`config.mk`:
```
export PLATFORM = sky130hd
export DESIGN_NAME = sisb_top
export DESIGN_NICKNAME = d
export VERILOG_FILES = /design/src/hw/sisb_prio.v /design/src/hw/sisb_addr.v /design/src/hw/sisb_top.v
export VERILOG_INCLUDE_DIRS = /design/src /design/src/include
export SDC_FILE = /design/constraint.sdc
export NUM_CORES = 1
export LEC_CHECK = 0
export BUFFER_PORTS_ARGS = -buffer_cell sky130_fd_sc_hd__clkbuf_2
export CAP_MARGIN = 0
export CORE_MARGIN = 4
export CORE_UTILIZATION = 45
export DETAILED_ROUTE_END_ITERATION = 6
export PLACE_DENSITY = 0.69
export SLEW_MARGIN = 30
export SYNTH_ARGS = -nofsm -noshare
export SYNTH_HDL_FRONTEND = slang
export SYNTH_SLANG_ARGS = --single-unit
```
`constraint.sdc`:
```
create_clock -name CLK -period 4.7 [get_ports CLK]
set_input_delay 0.47 -clock CLK [delete_from_list [all_inputs] [get_ports CLK]]
set_output_delay 0.47 -clock CLK [all_outputs]
set_load 0.05 [all_outputs]
```
`src/include/sisb_defs.vh`:
```
// Register offsets, field positions, reset values and codes of the block.
`ifndef SISB_DEFS_VH
`define SISB_DEFS_VH
// Register offsets.
`define SISB_OFS_VEC    8'hF4
`define SISB_OFS_MATCH  8'hF5
`define SISB_OFS_MASK   8'hF6
`define SISB_OFS_PEND   8'hF7
`define SISB_OFS_DATA   8'hF8
`define SISB_OFS_CTRL   8'hF9
`define SISB_OFS_FMT    8'hFA
// Pending flag positions.
`define SISB_P_OVR      7
`define SISB_P_FRM      6
`define SISB_P_PAR      5
`define SISB_P_ADR      4
`define SISB_P_BRK      3
`define SISB_P_WRD      2
`define SISB_P_HEM      1
`define SISB_P_SEM      0
// Mask register positions.
`define SISB_M_BSN      7
`define SISB_M_REOB     6
`define SISB_M_TEOB     5
`define SISB_M_ERR      4
`define SISB_M_ADR      3
`define SISB_M_BRK      2
`define SISB_M_RXW      1
`define SISB_M_TXW      0
// Control and format register positions.
`define SISB_C_ASH      7
`define SISB_C_RXDMA    4
`define SISB_C_TXDMA    3
`define SISB_F_ASL      7
`define SISB_F_EVEN     6
`define SISB_F_PEN      5
`define SISB_F_WL_HI    1
`define SISB_F_WL_LO    0
// Vector fields.
`define SISB_V_BASE_HI  7
`define SISB_V_BASE_LO  3
// Reset values.
`define SISB_MASK_RST   8'h00
`define SISB_PEND_RST   8'h00
`define SISB_CTRL_RST   8'h00
`define SISB_FMT_RST    8'h03
`define SISB_BYTE_ZERO  8'h00
`define SISB_BASE_RST   5'h00
// Source codes.
`define SISB_SRC_ERR    2'h0
`define SISB_SRC_BRKADR 2'h1
`define SISB_SRC_RXD    2'h2
`define SISB_SRC_TX     2'h3
// Addressing modes, high select bit then low select bit.
`define SISB_MODE_NINTH 2'h0
`define SISB_MODE_SRCH  2'h1
`define SISB_MODE_MAT9  2'h2
`define SISB_MODE_BRK   2'h3
`endif

```
`src/hw/sisb_prio.v`:
```
// Fixed-priority encoder of the four interrupt sources.
`timescale 1ns/1ns
`default_nettype none
`include "sisb_defs.vh"
module sisb_prio (
  // Gated requests.
  input  wire       req_err,
  input  wire       req_brkadr,
  input  wire       req_rxd,
  input  wire       req_tx,
  // Encoded result.
  output reg  [1:0] code,
  output wire       any
);
  assign any = req_err | req_brkadr | req_rxd | req_tx;
  always @* begin
    if (req_err) begin
      code = `SISB_SRC_ERR;
    end else if (req_brkadr) begin
      code = `SISB_SRC_BRKADR;
    end else if (req_rxd) begin
      code = `SISB_SRC_RXD;
    end else begin
      code = `SISB_SRC_TX;
    end
  end
endmodule
`default_nettype wire

```
`src/hw/sisb_addr.v`:
```
// Address and character match filter of the receive path.
`timescale 1ns/1ns
`default_nettype none
`include "sisb_defs.vh"
module sisb_addr (
  // Clock and reset.
  input  wire       clk,
  input  wire       srst,
  // Received word.
  input  wire       word_done,
  input  wire [1:0] mode,
  input  wire       ninth,
  input  wire       after_break,
  input  wire       stop_ok,
  input  wire [7:0] data,
  input  wire [7:0] match_char,
  // Decision.
  output reg        addr_hit,
  output reg        transfer
);
  reg listen_reg;
  reg listen_next;
  reg is_addr;
  reg match;
  always @* begin
    match       = (data == match_char);
    is_addr     = (mode == `SISB_MODE_BRK) ? after_break : ninth;
    listen_next = listen_reg;
    addr_hit    = 1'b0;
    transfer    = 1'b0;
    case (mode)
      `SISB_MODE_SRCH: begin
        addr_hit = match;
        transfer = ~match | ~stop_ok;
      end
      `SISB_MODE_NINTH, `SISB_MODE_MAT9, `SISB_MODE_BRK: begin
        if (is_addr) begin
          addr_hit = (mode == `SISB_MODE_NINTH) | match;
          if (word_done) begin
            listen_next = addr_hit;
          end
        end
        transfer = (~is_addr & (listen_reg | (mode == `SISB_MODE_NINTH))) |
                   ~stop_ok;
      end
      default: begin
        transfer = 1'b1;
      end
    endcase
  end
  always @(posedge clk) begin
    if (srst) begin
      listen_reg <= 1'b0;
    end else begin
      listen_reg <= listen_next;
    end
  end
endmodule
`default_nettype wire

```
`src/hw/sisb_top.v`:
```
// Interrupt vector, mask, pending flags and data buffers of the serial unit.
//
// The strobed register port is this design's own decision.
`timescale 1ns/1ns
`default_nettype none
`include "sisb_defs.vh"
module sisb_top (
  // Clock and reset.
  input  wire       CLK,
  input  wire       SRST,
  // Register port.
  input  wire [7:0] ADDR,
  input  wire [7:0] WDATA,
  input  wire       WR,
  input  wire       RD,
  output reg  [7:0] RDATA,
  // Receiver shift register side.
  input  wire       RX_WORD_DONE,
  input  wire [7:0] RX_SHIFT,
  input  wire       RX_NINTH,
  input  wire       RX_PARITY_BIT,
  input  wire       RX_STOP_OK,
  input  wire       RX_AFTER_BREAK,
  input  wire       RX_BREAK,
  // Transmitter shift register side.
  input  wire       TX_SHIFT_FREE,
  input  wire       TX_SHIFT_DONE,
  output reg        TX_LOAD,
  output reg  [7:0] TX_DATA,
  // DMA side.
  input  wire       RX_DMA_ACK,
  input  wire       RX_DMA_ZERO,
  input  wire       TX_DMA_ZERO,
  output reg        RX_DMA_REQ,
  output reg        TX_DMA_REQ,
  // Interrupt request.
  output reg        IRQ
);

  ////////////////////////////////////////////////////////////////////////////
  // Functions.

  // Bits used by the selected word length.
  function [7:0] wl_mask;
    input [1:0] wl;
    begin
      case (wl)
        2'h0:    wl_mask = 8'h1F;
        2'h1:    wl_mask = 8'h3F;
        2'h2:    wl_mask = 8'h7F;
        default: wl_mask = 8'hFF;
      endcase
    end
  endfunction

  // Address decode of one register.
  function hit;
    input [7:0] a;
    input [7:0] ofs;
    begin
      hit = (a == ofs);
    end
  endfunction

  ////////////////////////////////////////////////////////////////////////////
  // Registers.

  reg  [4:0] base_reg;
  reg  [4:0] base_next;
  reg  [7:0] match_reg;
  reg  [7:0] match_next;
  reg  [7:0] mask_reg;
  reg  [7:0] mask_next;
  reg  [7:0] pend_reg;
  reg  [7:0] pend_next;
  reg  [7:0] rxbuf_reg;
  reg  [7:0] rxbuf_next;
  reg  [7:0] txbuf_reg;
  reg  [7:0] txbuf_next;
  reg  [7:0] ctrl_reg;
  reg  [7:0] ctrl_next;
  reg  [7:0] fmt_reg;
  reg  [7:0] fmt_next;
  reg        unread_reg;
  reg        unread_next;
  reg        full_reg;
  reg        full_next;
  reg  [7:0] rdata_next;
  reg        load_next;
  reg  [7:0] txdata_next;
  reg        irq_next;
  reg        rxreq_next;
  reg        txreq_next;

  wire [1:0] mode;
  wire       addr_hit;
  wire       transfer;
  wire [1:0] src_code;
  wire       src_any;

  reg  [7:0] pend_set;
  reg  [7:0] pend_clr;
  reg  [7:0] padded;
  reg        par_err;
  reg        rx_move;
  reg        tx_move;
  reg        wr_data;
  reg        rd_data;
  reg        rxdma_en;
  reg        txdma_en;
  reg        tx_ev;
  reg        req_err;
  reg        req_brkadr;
  reg        req_rxd;
  reg        req_tx;
  reg  [1:0] word_len;

  ////////////////////////////////////////////////////////////////////////////
  // Address filter and source encoder.

  assign mode = {ctrl_reg[`SISB_C_ASH], fmt_reg[`SISB_F_ASL]};

  sisb_addr u_addr (
    .clk         (CLK),
    .srst        (SRST),
    .word_done   (RX_WORD_DONE),
    .mode        (mode),
    .ninth       (RX_NINTH),
    .after_break (RX_AFTER_BREAK),
    .stop_ok     (RX_STOP_OK),
    .data        (RX_SHIFT),
    .match_char  (match_reg),
    .addr_hit    (addr_hit),
    .transfer    (transfer)
  );

  sisb_prio u_prio (
    .req_err    (req_err),
    .req_brkadr (req_brkadr),
    .req_rxd    (req_rxd),
    .req_tx     (req_tx),
    .code       (src_code),
    .any        (src_any)
  );

  ////////////////////////////////////////////////////////////////////////////
  // Receive and transmit events.

  always @* begin
    wr_data  = WR & hit(ADDR, `SISB_OFS_DATA);
    rd_data  = RD & hit(ADDR, `SISB_OFS_DATA);
    rxdma_en = ctrl_reg[`SISB_C_RXDMA];
    txdma_en = ctrl_reg[`SISB_C_TXDMA];
    word_len = fmt_reg[`SISB_F_WL_HI:`SISB_F_WL_LO];
    rx_move  = RX_WORD_DONE & transfer;
    // The holding byte moves only once the previous load pulse is over.
    tx_move  = full_reg & TX_SHIFT_FREE & ~TX_LOAD;
    padded   = RX_SHIFT | ~wl_mask(word_len);
    par_err  = fmt_reg[`SISB_F_PEN] &
               (^(RX_SHIFT & wl_mask(word_len)) ^
                RX_PARITY_BIT ^ ~fmt_reg[`SISB_F_EVEN]);
    pend_set = `SISB_BYTE_ZERO;
    pend_set[`SISB_P_OVR] = rx_move & unread_reg;
    pend_set[`SISB_P_FRM] = RX_WORD_DONE & ~RX_STOP_OK;
    pend_set[`SISB_P_PAR] = RX_WORD_DONE & par_err;
    pend_set[`SISB_P_ADR] = RX_WORD_DONE & addr_hit;
    pend_set[`SISB_P_BRK] = RX_BREAK;
    pend_set[`SISB_P_WRD] = rx_move;
    pend_set[`SISB_P_HEM] = tx_move;
    pend_set[`SISB_P_SEM] = TX_SHIFT_DONE;
    pend_clr = `SISB_BYTE_ZERO;
    if (WR & hit(ADDR, `SISB_OFS_PEND)) begin
      pend_clr = ~WDATA;
    end
    if (RX_DMA_ACK) begin
      pend_clr[`SISB_P_WRD] = 1'b1;
    end
  end

  ////////////////////////////////////////////////////////////////////////////
  // Next state of the register file.

  always @* begin
    base_next   = base_reg;
    match_next  = match_reg;
    mask_next   = mask_reg;
    ctrl_next   = ctrl_reg;
    fmt_next    = fmt_reg;
    rxbuf_next  = rxbuf_reg;
    txbuf_next  = txbuf_reg;
    if (WR & hit(ADDR, `SISB_OFS_VEC)) begin
      base_next = WDATA[`SISB_V_BASE_HI:`SISB_V_BASE_LO];
    end
    if (WR & hit(ADDR, `SISB_OFS_MATCH)) begin
      match_next = WDATA;
    end
    if (WR & hit(ADDR, `SISB_OFS_MASK)) begin
      mask_next[`SISB_M_BSN]  = WDATA[`SISB_M_BSN];
      mask_next[`SISB_M_REOB] = mask_reg[`SISB_M_REOB] &
                                WDATA[`SISB_M_REOB];
      mask_next[`SISB_M_TEOB] = mask_reg[`SISB_M_TEOB] &
                                WDATA[`SISB_M_TEOB];
      mask_next[`SISB_M_ERR:`SISB_M_TXW] = WDATA[`SISB_M_ERR:`SISB_M_TXW];
    end
    if (WR & hit(ADDR, `SISB_OFS_CTRL)) begin
      ctrl_next = WDATA;
    end
    if (WR & hit(ADDR, `SISB_OFS_FMT)) begin
      fmt_next = WDATA;
    end
    if (RX_DMA_ZERO) begin
      ctrl_next[`SISB_C_RXDMA] = 1'b0;
      mask_next[`SISB_M_REOB]  = 1'b1;
    end
    if (TX_DMA_ZERO) begin
      ctrl_next[`SISB_C_TXDMA] = 1'b0;
      mask_next[`SISB_M_TEOB]  = 1'b1;
    end
    if (rx_move) begin
      rxbuf_next = padded;
    end
    if (wr_data) begin
      txbuf_next = WDATA;
    end
    // A hardware set wins over a software clear in the same cycle.
    pend_next   = (pend_reg & ~pend_clr) | pend_set;
    unread_next = (unread_reg & ~(rd_data | RX_DMA_ACK)) | rx_move;
    full_next   = wr_data | (full_reg & ~tx_move);
    load_next   = tx_move;
    txdata_next = tx_move ? (txbuf_reg & wl_mask(word_len)) : TX_DATA;
  end

  ////////////////////////////////////////////////////////////////////////////
  // Interrupt and DMA requests.

  always @* begin
    tx_ev = mask_reg[`SISB_M_BSN] ? pend_reg[`SISB_P_HEM]
                                  : pend_reg[`SISB_P_SEM];
    req_err = mask_reg[`SISB_M_ERR] &
              (pend_reg[`SISB_P_OVR] | pend_reg[`SISB_P_FRM] |
               pend_reg[`SISB_P_PAR]);
    req_brkadr = (mask_reg[`SISB_M_ADR] & pend_reg[`SISB_P_ADR]) |
                 (mask_reg[`SISB_M_BRK] & pend_reg[`SISB_P_BRK]);
    req_rxd = mask_reg[`SISB_M_RXW] &
              (mask_reg[`SISB_M_REOB] |
               (pend_reg[`SISB_P_WRD] & ~rxdma_en));
    req_tx = mask_reg[`SISB_M_TXW] &
             (mask_reg[`SISB_M_TEOB] | (tx_ev & ~txdma_en));
    irq_next   = src_any;
    // Receive DMA stalls while any receive error flag is pending.
    rxreq_next = rxdma_en & pend_reg[`SISB_P_WRD] &
                 ~(pend_reg[`SISB_P_OVR] | pend_reg[`SISB_P_FRM] |
                   pend_reg[`SISB_P_PAR]);
    txreq_next = txdma_en & tx_ev & ~full_reg;
  end

  ////////////////////////////////////////////////////////////////////////////
  // Read data.

  always @* begin
    rdata_next = `SISB_BYTE_ZERO;
    if (RD) begin
      case (ADDR)
        `SISB_OFS_VEC:   rdata_next = {base_reg, src_code, 1'b0};
        `SISB_OFS_MATCH: rdata_next = match_reg;
        `SISB_OFS_MASK:  rdata_next = mask_reg;
        `SISB_OFS_PEND:  rdata_next = pend_reg;
        `SISB_OFS_DATA:  rdata_next = rxbuf_reg;
        `SISB_OFS_CTRL:  rdata_next = ctrl_reg;
        `SISB_OFS_FMT:   rdata_next = fmt_reg;
        default:         rdata_next = `SISB_BYTE_ZERO;
      endcase
    end
  end

  ////////////////////////////////////////////////////////////////////////////
  // Flip-flops.

  always @(posedge CLK) begin
    if (SRST) begin
      base_reg   <= `SISB_BASE_RST;
      match_reg  <= `SISB_BYTE_ZERO;
      mask_reg   <= `SISB_MASK_RST;
      pend_reg   <= `SISB_PEND_RST;
      rxbuf_reg  <= `SISB_BYTE_ZERO;
      txbuf_reg  <= `SISB_BYTE_ZERO;
      ctrl_reg   <= `SISB_CTRL_RST;
      fmt_reg    <= `SISB_FMT_RST;
      unread_reg <= 1'b0;
      full_reg   <= 1'b0;
      RDATA      <= `SISB_BYTE_ZERO;
      TX_LOAD    <= 1'b0;
      TX_DATA    <= `SISB_BYTE_ZERO;
      RX_DMA_REQ <= 1'b0;
      TX_DMA_REQ <= 1'b0;
      IRQ        <= 1'b0;
    end else begin
      base_reg   <= base_next;
      match_reg  <= match_next;
      mask_reg   <= mask_next;
      pend_reg   <= pend_next;
      rxbuf_reg  <= rxbuf_next;
      txbuf_reg  <= txbuf_next;
      ctrl_reg   <= ctrl_next;
      fmt_reg    <= fmt_next;
      unread_reg <= unread_next;
      full_reg   <= full_next;
      RDATA      <= rdata_next;
      TX_LOAD    <= load_next;
      TX_DATA    <= txdata_next;
      RX_DMA_REQ <= rxreq_next;
      TX_DMA_REQ <= txreq_next;
      IRQ        <= irq_next;
    end
  end

endmodule
`default_nettype wire

```
==> results.md, run 1 <==
- Maximum buffer depth of the clock tree: 2
- Floorplan die area: 0.0105 sq mm
- Number of enable-type register cells in the synthesized netlist: 0
- Fraction of synthesis flops using an asynchronous set or reset pin: 0%
- Buffer cell driving the clock tree root: sky130_fd_sc_hd__clkbuf_8
- Total clock buffers created by CTS: 9
- DR vias/cell: 5.70
- Leftover overflow at the end of global routing: 0
- Count of endpoints failing hold in the final timing report: 0
- Floorplan row count: 34
- Wire length reported by the detailed router: 10,900 um
- Total number of vias: between 3,000 and 4,000
- Timing-limited maximum frequency: 0.408 GHz
- Worst Path Max Fanout: 17
- Horizontal die dimension: slightly above 100 um
- Flop and latch count out of synthesis: 84
- Vias in the first global route: 3,253
- Worst Slack Setup Final: ~2200 ps
- Die height: around 100 um
- Number of nets in the synthesized netlist: 511
- Post-detail-place hpwl: 8030 um
- Antenna Nets Post-Route: 0
- First drt pass iteration count: 6
- Total leakage power: between 0.0015 and 0.002 uW
- Initial core utilization: 46.2%
- RePlAce Congestion: around 0.9
- H-Tree Level Count: 3
- Layout overhead on the synthesized area: 11.0%
- Max-cap check violation count: 0
- Cell count of the worst reg-to-reg path: 5
- Depth of the worst hold-timing path: 2
- Pin count of the biggest net entering global routing: 60
- N_diodes: 0
- Share of post-route cells with drive strength above 1: between 15 and 20%
- Final count of pins violating max slew: 0
- Worst-case hold slack: about 280 ps
- Count of distinct cell types in the synthesized netlist: 58
- Most used flip-flop cell after synthesis: sky130_fd_sc_hd__dfxtp_1
- Top library cells by usage in the layout, fill and taps aside: sky130_fd_sc_hd__dfxtp_1 (84), sky130_fd_sc_hd__nand2_1 (69), sky130_fd_sc_hd__clkbuf_2 (58)
- Placeable core region: just under 0.009 sq mm
- Critical path, cell by cell: clkbuf_2 > nor2b_1 > and2_1 > nand3_1 > mux2i_1 > nor2_1
- Buffers added on ports: between 50 and 60
- Global-route wire length before repair: roughly 17,000 um
- Total net switching power: approximately 370 uW
- Delay of the slowest critical-path stage: around 630 ps
- Headroom to the max-slew limit: a little over half
- TritonCTS clock tree: done
- Number of placed instances with taps included: roughly 610
- CTS sink cnt: 84
- Post-CTS Setup Repair Bufs: 0
- Cell area reported after detailed placement: 0.00427 sq mm
- Final non-filler cell total: roughly 620
- Post-CTS sizing: 0
- Transition at the pin with the smallest max-transition slack: between 700 and 800 ps
- Power density relative to cell area: 300 mW/mm^2
- Most common library cell in the layout ignoring fill and taps: sky130_fd_sc_hd__dfxtp_1
- Peak supply drop: between 0.15 and 0.2 mV
- Data arrival time of the critical path: about 2700 ps
- Sequential group share of total power: 54.8%
- Setup slack after placement: 1920 ps
- Internal power: roughly 970 uW
- Mapped Cells: between 400 and 500
- Classification of the worst setup path: in2reg
- Final period util: around 52%
- Setup repair after global routing missed its margin: no
- Hold Crit Class: in2reg
- WP data required: just under 5000 ps
- Fraction of power consumed by combinational cells: about 8.9%
- Avg Inst Size Synth: between 8 and 9 sq um
- Violation count after the first detailed-route iteration: around 240
- Total Routing Usage GR: between 20% and 30%
- Portion of the post-synthesis area used by sequential elements: about two fifths
- Number of antenna violations at the first check in global routing: 0
- Setup Total Neg Slack: 0 ps
- Post-synth design cell area: around 0.004 sq mm
- Minimum clock period after layout: around 2500 ps
- Sort of element at the end of the critical path: flop
- Setup skew after layout: 8.45 ps
- Master of the slowest instance on the critical path: sky130_fd_sc_hd__and2_1
- Summed area of non-filler cells in the final layout: ~0.0044 sq mm
- Final layout net count: 547
- Residual DRC count: 0
- Status: complete, no violations
- Total setup violations reported at the end of the flow: 0
- Synth Warn #: 0
- Post-cts hold buffer count: 0
- Proportion of power drawn by the clock network: 36.3%
- I/O pin cnt: around 60
- Clock-pin slew of the registers on the worst-case setup and hold paths: approximately 90 ps
- Startpoint class of the critical path: input pin
- Clock network latency to the later pin of the worst-skew pair: 350 ps
- Net switching fraction of the power: roughly 27%
- Detailed-route wire length per cell: approximately 17 um
-- cell families (layout without fill, tap and decap cells) --
group | count (synthesis) | count (layout) | share of synthesized area [%]
DFF | 84 | 84 | 42.0
buffers and inverters | 41 | 82 | 4.97
and+or+nand+nor | 182 | 182 | 23.0
muxes | 34 | 34 | 8.96
AOI/OAI and AO/OA | 115 | 115 | 17.6
xor gates and xnor gates | 16 | 16 | 3.50
-- layer usage --
metal	share of wire (%)	track usage [%]	up-vias
met2	45	32.9	134
met1	47	30.8	1676
met5	0	0	-
li1	-	-	1718
met4	1.7	6.56	0
met3	6.9	3.21	14
-- worst paths after layout --
check	from	endpoint	slack, ps
max	ADDR[3]	txbuf_reg[6]	2250
min	RX_DMA_ZERO	ctrl_reg[4]	280
max reg2reg	match_reg[3]	rxbuf_reg[6]	2860
min reg2reg	ctrl_reg[6]	ctrl_reg[6]	460
-- cell usage after synthesis, drive strengths merged, types with 3 or more instances --
cell type | n | area [sq um]
buf | 19 | 115
nand2 | 69 | 259
nor3 | 4 | 20.0
o21ai | 25 | 129
inv | 7 | 26.3
nor2 | 32 | 123
a21oi | 52 | 264
dfxtp | 84 | 1680
mux2i | 31 | 310
xor2 | 10 | 87.6
o221ai | 3 | 26.3
a22oi | 3 | 22.5
a22o | 5 | 43.8
a31oi | 3 | 18.8
nand2b | 15 | 93.8
nand3 | 28 | 150
a21o | 7 | 60.1
and3 | 5 | 31.3
xnor2 | 6 | 52.6
nor4 | 3 | 48.8
clkbuf | 15 | 57.6
nand3b | 10 | 75.1
nor2b | 6 | 37.5
a31o | 3 | 26.3
-- per-stage QoR --
step / power [uW] / utilization (%)
global route: 1380 / 51.3
CTS: 1340 / 51.3
detailed placement: 865 / 49.2
finish: 1330 / 51.3
floorplan: 821 / -
global placement: 864 / 49.2
-- area by class of cell --
class | count | area, sq um
clock buffer | 9 | 124
clock inverter | 7 | 57.6
fill | 867 | 4230
inverter | 7 | 26.3
multi-input combinational | 347 | 2130
sequential | 84 | 1680
tap | 108 | 135
timing repair buffer | 59 | 298
-- power by group through the flow --
stage               clock [uW]  combinational [uW]  sequential (uW)
floorplan                    0                77.4              744
global placement             0                 116              748
detailed placement           0                 116              748
CTS                        493                 117              732
global route               521                 130              733
finish                     485                 118              732
-- critical path, delay by kind of cell --
family / cells / cell delay (ps)
buffers and inverters: 1 / 90
multiplexers: 1 / 320
AND/OR/NAND/NOR: 4 / 1800
Power figures use the tool's default switching activity.
==> inputs of run 2 (changes only) <==
==> constraint.sdc (replaced) <==
create_clock -name CLK -period 2.5 [get_ports CLK]
set_input_delay 0.25 -clock CLK [delete_from_list [all_inputs] [get_ports CLK]]
set_output_delay 0.25 -clock CLK [all_outputs]
set_load 0.05 [all_outputs]
==> results.md, run 2 (synthesis results as in run 1) <==
- Status: complete, no violations
- Hold Crit Class: in2reg
- Clock network latency to the later pin of the worst-skew pair: ~370 ps
- Post-CTS sizing: 0
- Most common library cell in the layout ignoring fill and taps: sky130_fd_sc_hd__dfxtp_1
- Count of endpoints failing hold in the final timing report: 0
- CTS sink cnt: 84
- Post-detail-place hpwl: ~8400 um
- Summed area of non-filler cells in the final layout: 0.00453 sq mm
- I/O pin cnt: between 50 and 60
- Final layout net count: ~560
- Headroom to the max-slew limit: about three fifths
- Pin count of the biggest net entering global routing: 37
- Post-CTS Setup Repair Bufs: 0
- Worst Path Max Fanout: 5
- Final core utilization: between 50 and 60%
- Floorplan die area: about 0.010 sq mm
- Register-to-register setup slack: between 700 and 800 ps
- Total leakage power: 0.00185 uW
- Antenna Nets Post-Route: 0
- Cell area reported after detailed placement: between 0.004 and 0.005 sq mm
- Total Routing Usage GR: between 20 and 25%
- WP data required: about 2800 ps
- Peak supply drop: ~0.33 mV
- Final count of pins violating max slew: 0
- Timing-limited maximum frequency: 0.562 GHz
- DR vias/cell: around 5.7
- Residual DRC count: 0
- Post-cts hold buffer count: 0
- Horizontal die dimension: 102 um
- Violation count after the first detailed-route iteration: roughly 330
- Sort of element at the end of the critical path: flop
- Clock-pin slew of the registers on the worst-case setup and hold paths: 90 ps
- Layout overhead on the synthesized area: 13.1%
- Global-route wire length before repair: around 18,000 um
- Floorplan row count: 34
- Buffer cell driving the clock tree root: sky130_fd_sc_hd__clkbuf_8
- Setup Total Neg Slack: 0 ps
- Initial core utilization: 46.2%
- Leftover overflow at the end of global routing: 0
- Max-cap check violation count: 0
- Minimum clock period after layout: 1780 ps
- Vias in the first global route: ~3,300
- Total setup violations reported at the end of the flow: 0
- Data arrival time of the critical path: between 2000 and 2500 ps
- Total number of vias: approximately 3,600
- Setup slack after placement: just under 700 ps
- H-Tree Level Count: 3
- Detailed-route wire length per cell: 17.9 um
- Buffers added on ports: just under 60
- Wire length reported by the detailed router: about 11,000 um
- Setup skew after layout: 7.59 ps
- Worst Slack Setup Final: around 720 ps
- Classification of the worst setup path: reg2reg
- Setup repair after global routing missed its margin: no
- TritonCTS clock tree: done
- Die height: ~100 um
- RePlAce Congestion: 0.897
- Share of post-route cells with drive strength above 1: ~18%
- Transition at the pin with the smallest max-transition slack: 611 ps
- Total clock buffers created by CTS: 9
- First drt pass iteration count: 5
- Power density relative to cell area: just under 600 mW/mm^2
- Final period util: just over 70%
- Startpoint class of the critical path: flop
- Placeable core region: about 0.0087 sq mm
- Maximum buffer depth of the clock tree: 2
- Number of antenna violations at the first check in global routing: 0
- N_diodes: 0
- Post-layout total power: approximately 2600 uW
- Top library cells by usage in the layout, fill and taps aside: sky130_fd_sc_hd__dfxtp_1 (84), sky130_fd_sc_hd__nand2_1 (69), sky130_fd_sc_hd__clkbuf_2 (58)
run 2: worst paths after layout:
kind	endpoint	startpoint	cells after the start
worst max register to register	rxbuf_reg[6]	match_reg[3]	5
worst min-delay path	ctrl_reg[4]	RX_DMA_ZERO	2
worst max-delay path	rxbuf_reg[6]	match_reg[3]	5
worst min register to register	ctrl_reg[6]	ctrl_reg[6]	2
run 2: power by group:
group | switching (uW) | internal, uW | total [uW] | leakage (uW)
Combinational | 140 | 93.2 | 233 | 0.00106
Clock | 527 | 479 | 1010 | 0.000107
Sequential | 17.9 | 1360 | 1380 | 0.000680
run 2: per-stage QoR:
| step | cells | hold slack, ps |
|---|---|---|
| final | 629 | 65.7 |
| after global routing | 629 | 62.4 |
| after CTS | 629 | 56.7 |
| after detailed placement | 613 | 449 |
| after global placement | 613 | 440 |
| after floorplan | 472 | 329 |
run 2: critical path: stages (launching register included):
cell                      delay (ps)
sky130_fd_sc_hd__dfxtp_1         420
sky130_fd_sc_hd__xor2_1          130
sky130_fd_sc_hd__nor4_4          370
sky130_fd_sc_hd__a21oi_2         130
sky130_fd_sc_hd__o21ai_2         290
sky130_fd_sc_hd__mux2_4          330
run 2: per-layer routing:
layer  GRT usage [%]  share of wire, %  vias to the layer above
li1                -                 -                     1733
met1            32.7                47                     1678
met2            34.0                45                      144
met3            3.21               6.8                       13
met4            6.76               1.6                        0
met5               0                 0                        -
run 2: layout make-up:
cell class | count | area [sq um]
inverters | 7 | 26.3
fillers | 860 | 4150
flip-flops and latches | 84 | 1680
multi-input cells | 347 | 2130
clock buffers | 9 | 124
repair buffers | 67 | 358
well taps | 108 | 135
clock inverters | 7 | 81.3
==> inputs of run 3 (changes only) <==
--- a/config.mk
+++ b/config.mk
@@ -6,12 +6,13 @@
 export SDC_FILE = /design/constraint.sdc
 export NUM_CORES = 1
 export LEC_CHECK = 0
+export ABC_AREA = 1
 export BUFFER_PORTS_ARGS = -buffer_cell sky130_fd_sc_hd__clkbuf_2
 export CAP_MARGIN = 0
 export CORE_MARGIN = 4
 export CORE_UTILIZATION = 45
 export DETAILED_ROUTE_END_ITERATION = 6
-export PLACE_DENSITY = 0.69
+export PLACE_DENSITY = 0.7
 export SLEW_MARGIN = 30
 export SYNTH_ARGS = -nofsm -noshare
 export SYNTH_HDL_FRONTEND = slang
==> constraint.sdc (replaced) <==
create_clock -name CLK -period 1.7 [get_ports CLK]
set_input_delay 0.17 -clock CLK [delete_from_list [all_inputs] [get_ports CLK]]
set_output_delay 0.17 -clock CLK [all_outputs]
set_load 0.05 [all_outputs]
==> results.md, run 3 <==
- Count of distinct cell types in the synthesized netlist: 35
- Sequential group share of total power: a little over half
- First drt pass iteration count: 6
- Classification of the worst setup path: reg2reg
- Total leakage power: about 0.0019 uW
- Most used flip-flop cell after synthesis: sky130_fd_sc_hd__dfxtp_1
- Endpoint of the most critical register-to-register path: rxbuf_reg[7]
- CTS sink cnt: 84
- Final core utilization: a little over half
- Share of post-route cells with drive strength above 1: between 10% and 20%
- WP data required: between 1500 and 2000 ps
- Startpoint class of the critical path: flop
- Worst flop-to-flop path startpoint: fmt_reg[7]
- Sort of element at the end of the critical path: flop
- Total setup violations reported at the end of the flow: 0
- Layout overhead on the synthesized area: 14.6%
- Peak supply drop: approximately 0.52 mV
- Floorplan die area: roughly 0.01 sq mm
- Count of endpoints failing hold in the final timing report: 0
- Leftover overflow at the end of global routing: 0
- Buffer cell driving the clock tree root: sky130_fd_sc_hd__clkbuf_8
- Number of antenna violations at the first check in global routing: 0
- Vias in the first global route: around 3,600
- Top-area cell type share of the netlist area: between 40% and 50%
- Final count of pins violating max slew: 0
- Total net switching power: roughly 1000 uW
- H-Tree Level Count: 3
- Proportion of power drawn by the clock network: 38.6%
- Initial core utilization: 46.8%
- Flop and latch count out of synthesis: 84
- Main area contributors after synthesis: sky130_fd_sc_hd__dfxtp_1 (43%), sky130_fd_sc_hd__a21oi_1 (9.4%), sky130_fd_sc_hd__nand2_1 (9.1%)
- Worst hold endpoint: pend_reg[3]
- Post-route met1 wirelength: a little over 5000 um
- Total clock buffers created by CTS: 9
- Avg Inst Size Synth: slightly above 7 sq um
- RePlAce Congestion: 0.945
- Placeable core region: 0.00830 sq mm
- Headroom to the max-slew limit: roughly 70%
- Clock network latency to the later pin of the worst-skew pair: approximately 360 ps
- Setup skew after layout: 13.5 ps
- Post-detail-place hpwl: between 8000 and 9000 um
- Met3 wire len: 816 um
- Largest area contributor in the synthesized netlist: sky130_fd_sc_hd__dfxtp_1
- Setup repair after global routing missed its margin: no
- Global-route wire length before repair: approximately 18,000 um
- Multi-input gate area in the final layout: between 0.0015 and 0.002 sq mm
- Number of nets in the synthesized netlist: between 500 and 600
- Portion of the post-synthesis area used by sequential elements: 43.3%
- I/O pin cnt: between 50 and 60
- Minimum clock period after layout: 1440 ps
- N_diodes: 0
- Synth cell count leaders: sky130_fd_sc_hd__nand2_1 (94), sky130_fd_sc_hd__dfxtp_1 (84), sky130_fd_sc_hd__inv_1 (78), sky130_fd_sc_hd__a21oi_1 (73), sky130_fd_sc_hd__o21ai_0 (57)
- Data arrival time of the critical path: around 1700 ps
- Residual DRC count: 0
- Worst-case hold slack: around 36 ps
- Maximum buffer depth of the clock tree: 2
- Max-cap check violation count: 0
- Transition at the pin with the smallest max-transition slack: 438 ps
- Summed area of non-filler cells in the final layout: roughly 0.0044 sq mm
- Synth Warn #: 0
- Number of fill cells in the layout: between 800 and 900
- DR vias/cell: around 5.4
- Startpoint of the worst hold path: RX_BREAK
- Fraction of power consumed by combinational cells: a little under 9%
- Total Routing Usage GR: roughly a quarter
- Worst Path Max Fanout: 18
- Setup Total Neg Slack: 0 ps
- Fraction of synthesis flops using an asynchronous set or reset pin: 0%
- Wire length reported by the detailed router: about 11,000 um
- Top library cells by usage in the layout, fill and taps aside: sky130_fd_sc_hd__nand2_1 (94), sky130_fd_sc_hd__dfxtp_1 (84), sky130_fd_sc_hd__inv_1 (78)
- Post-CTS sizing: 0
- Floorplan row count: 33
- Post-synth design cell area: roughly 0.0039 sq mm
- Register-to-register setup slack: 260 ps
- TritonCTS clock tree: done
- Post-cts hold buffer count: 0
- Violation count after the first detailed-route iteration: between 200 and 300
- Highest metal layer with signal wires: met4
- Clock-pin slew of the registers on the worst-case setup and hold paths: about 100 ps
- Number of enable-type register cells in the synthesized netlist: 0
- Buffers added on ports: 58
- Horizontal die dimension: 101 um
- Hold Crit Class: in2reg
- Pin count of the biggest net entering global routing: 35
- Final layout net count: between 600 and 700
- Timing-limited maximum frequency: around 0.70 GHz
- Power density relative to cell area: about 860 mW/mm^2
- Net switching fraction of the power: between 20% and 30%
- Mapped Cells: roughly 540
- Met2 wirelength from detailed routing: ~5300 um
- Status: complete, no violations
- Depth of the worst hold-timing path: 3
- Die height: slightly above 100 um
- Register cell area after layout: 0.00168 sq mm
- Most common library cell in the layout ignoring fill and taps: sky130_fd_sc_hd__nand2_1
- Final period util: between 80 and 90%
- Post-CTS Setup Repair Bufs: 0
- Detailed-route wire length per cell: about 16 um
- Cell count of the worst reg-to-reg path: 9
- Cell area reported after detailed placement: 0.00425 sq mm
- Internal power: roughly 2800 uW
- Total number of vias: ~3,800
- Antenna Nets Post-Route: 0
- Most common cell in the netlist: sky130_fd_sc_hd__nand2_1
## run 3: final cells by class
class,instances,share of cell area (%)
inverter,82,6.98
sequential,84,37.8
multi-input combinational,352,39.8
clock inverter,7,1.77
clock buffer,9,2.78
tap,105,2.95
timing repair buffer,66,7.88
## run 3: per-layer routing
metal  GRT usage (%)  vias up
li1                -     1874
met2            38.2      155
met4            8.08        0
met3            3.60       25
met1            31.1     1731
met5               0        -
## run 3: cells by family (layout without fill, tap and decap cells)
group / Yosys count / in the layout / share of synthesized area [%]
AND/OR/NAND/NOR: 177 / 177 / 20.5
AO/OA/AOI/OAI: 170 / 170 / 24.0
buffers and inverters: 100 / 164 / 11.0
flip-flops: 84 / 84 / 43.3
XOR/XNOR: 5 / 5 / 1.13
## run 3: power by group through the flow
stage	clock [uW]	sequential, uW	combinational (uW)
finish	1490	2020	336
global route	1590	2030	375
CTS	1510	2020	334
detailed placement	0	2070	333
global placement	0	2070	324
floorplan	0	2060	203
## run 3: worst max-delay path by stage
| stage | startpoint | endpoint | slack [ps] | depth (start not counted) |
|---|---|---|---|---|
| floorplan | ctrl_reg[7] | rxbuf_reg[0] | 410 | 10 |
| global placement | ADDR[3] | ctrl_reg[7] | 160 | 7 |
| detailed placement | ADDR[3] | ctrl_reg[7] | 130 | 7 |
| CTS | match_reg[1] | rxbuf_reg[1] | 270 | 9 |
| global route | ctrl_reg[7] | pend_reg[2] | 100 | 8 |
| finish | fmt_reg[7] | rxbuf_reg[7] | 260 | 9 |
## run 3: per-stage QoR
step,std cells,power [uW],worst slack [ps]
global placement,689,2390,160
detailed placement,689,2400,133
global route,705,3990,101
finish,705,3840,261
CTS,705,3860,268
floorplan,536,2260,413
## run 3: critical path, cell delays in order, from the launching register on
cell,delay [ps]
sky130_fd_sc_hd__dfxtp_1,380
sky130_fd_sc_hd__nand2_1,90
sky130_fd_sc_hd__o21ai_1,170
sky130_fd_sc_hd__nand2_1,90
sky130_fd_sc_hd__a21oi_1,120
sky130_fd_sc_hd__nor2_1,80
sky130_fd_sc_hd__nand2_4,180
sky130_fd_sc_hd__nand3_1,100
sky130_fd_sc_hd__nand2_1,80
sky130_fd_sc_hd__nor2_1,40
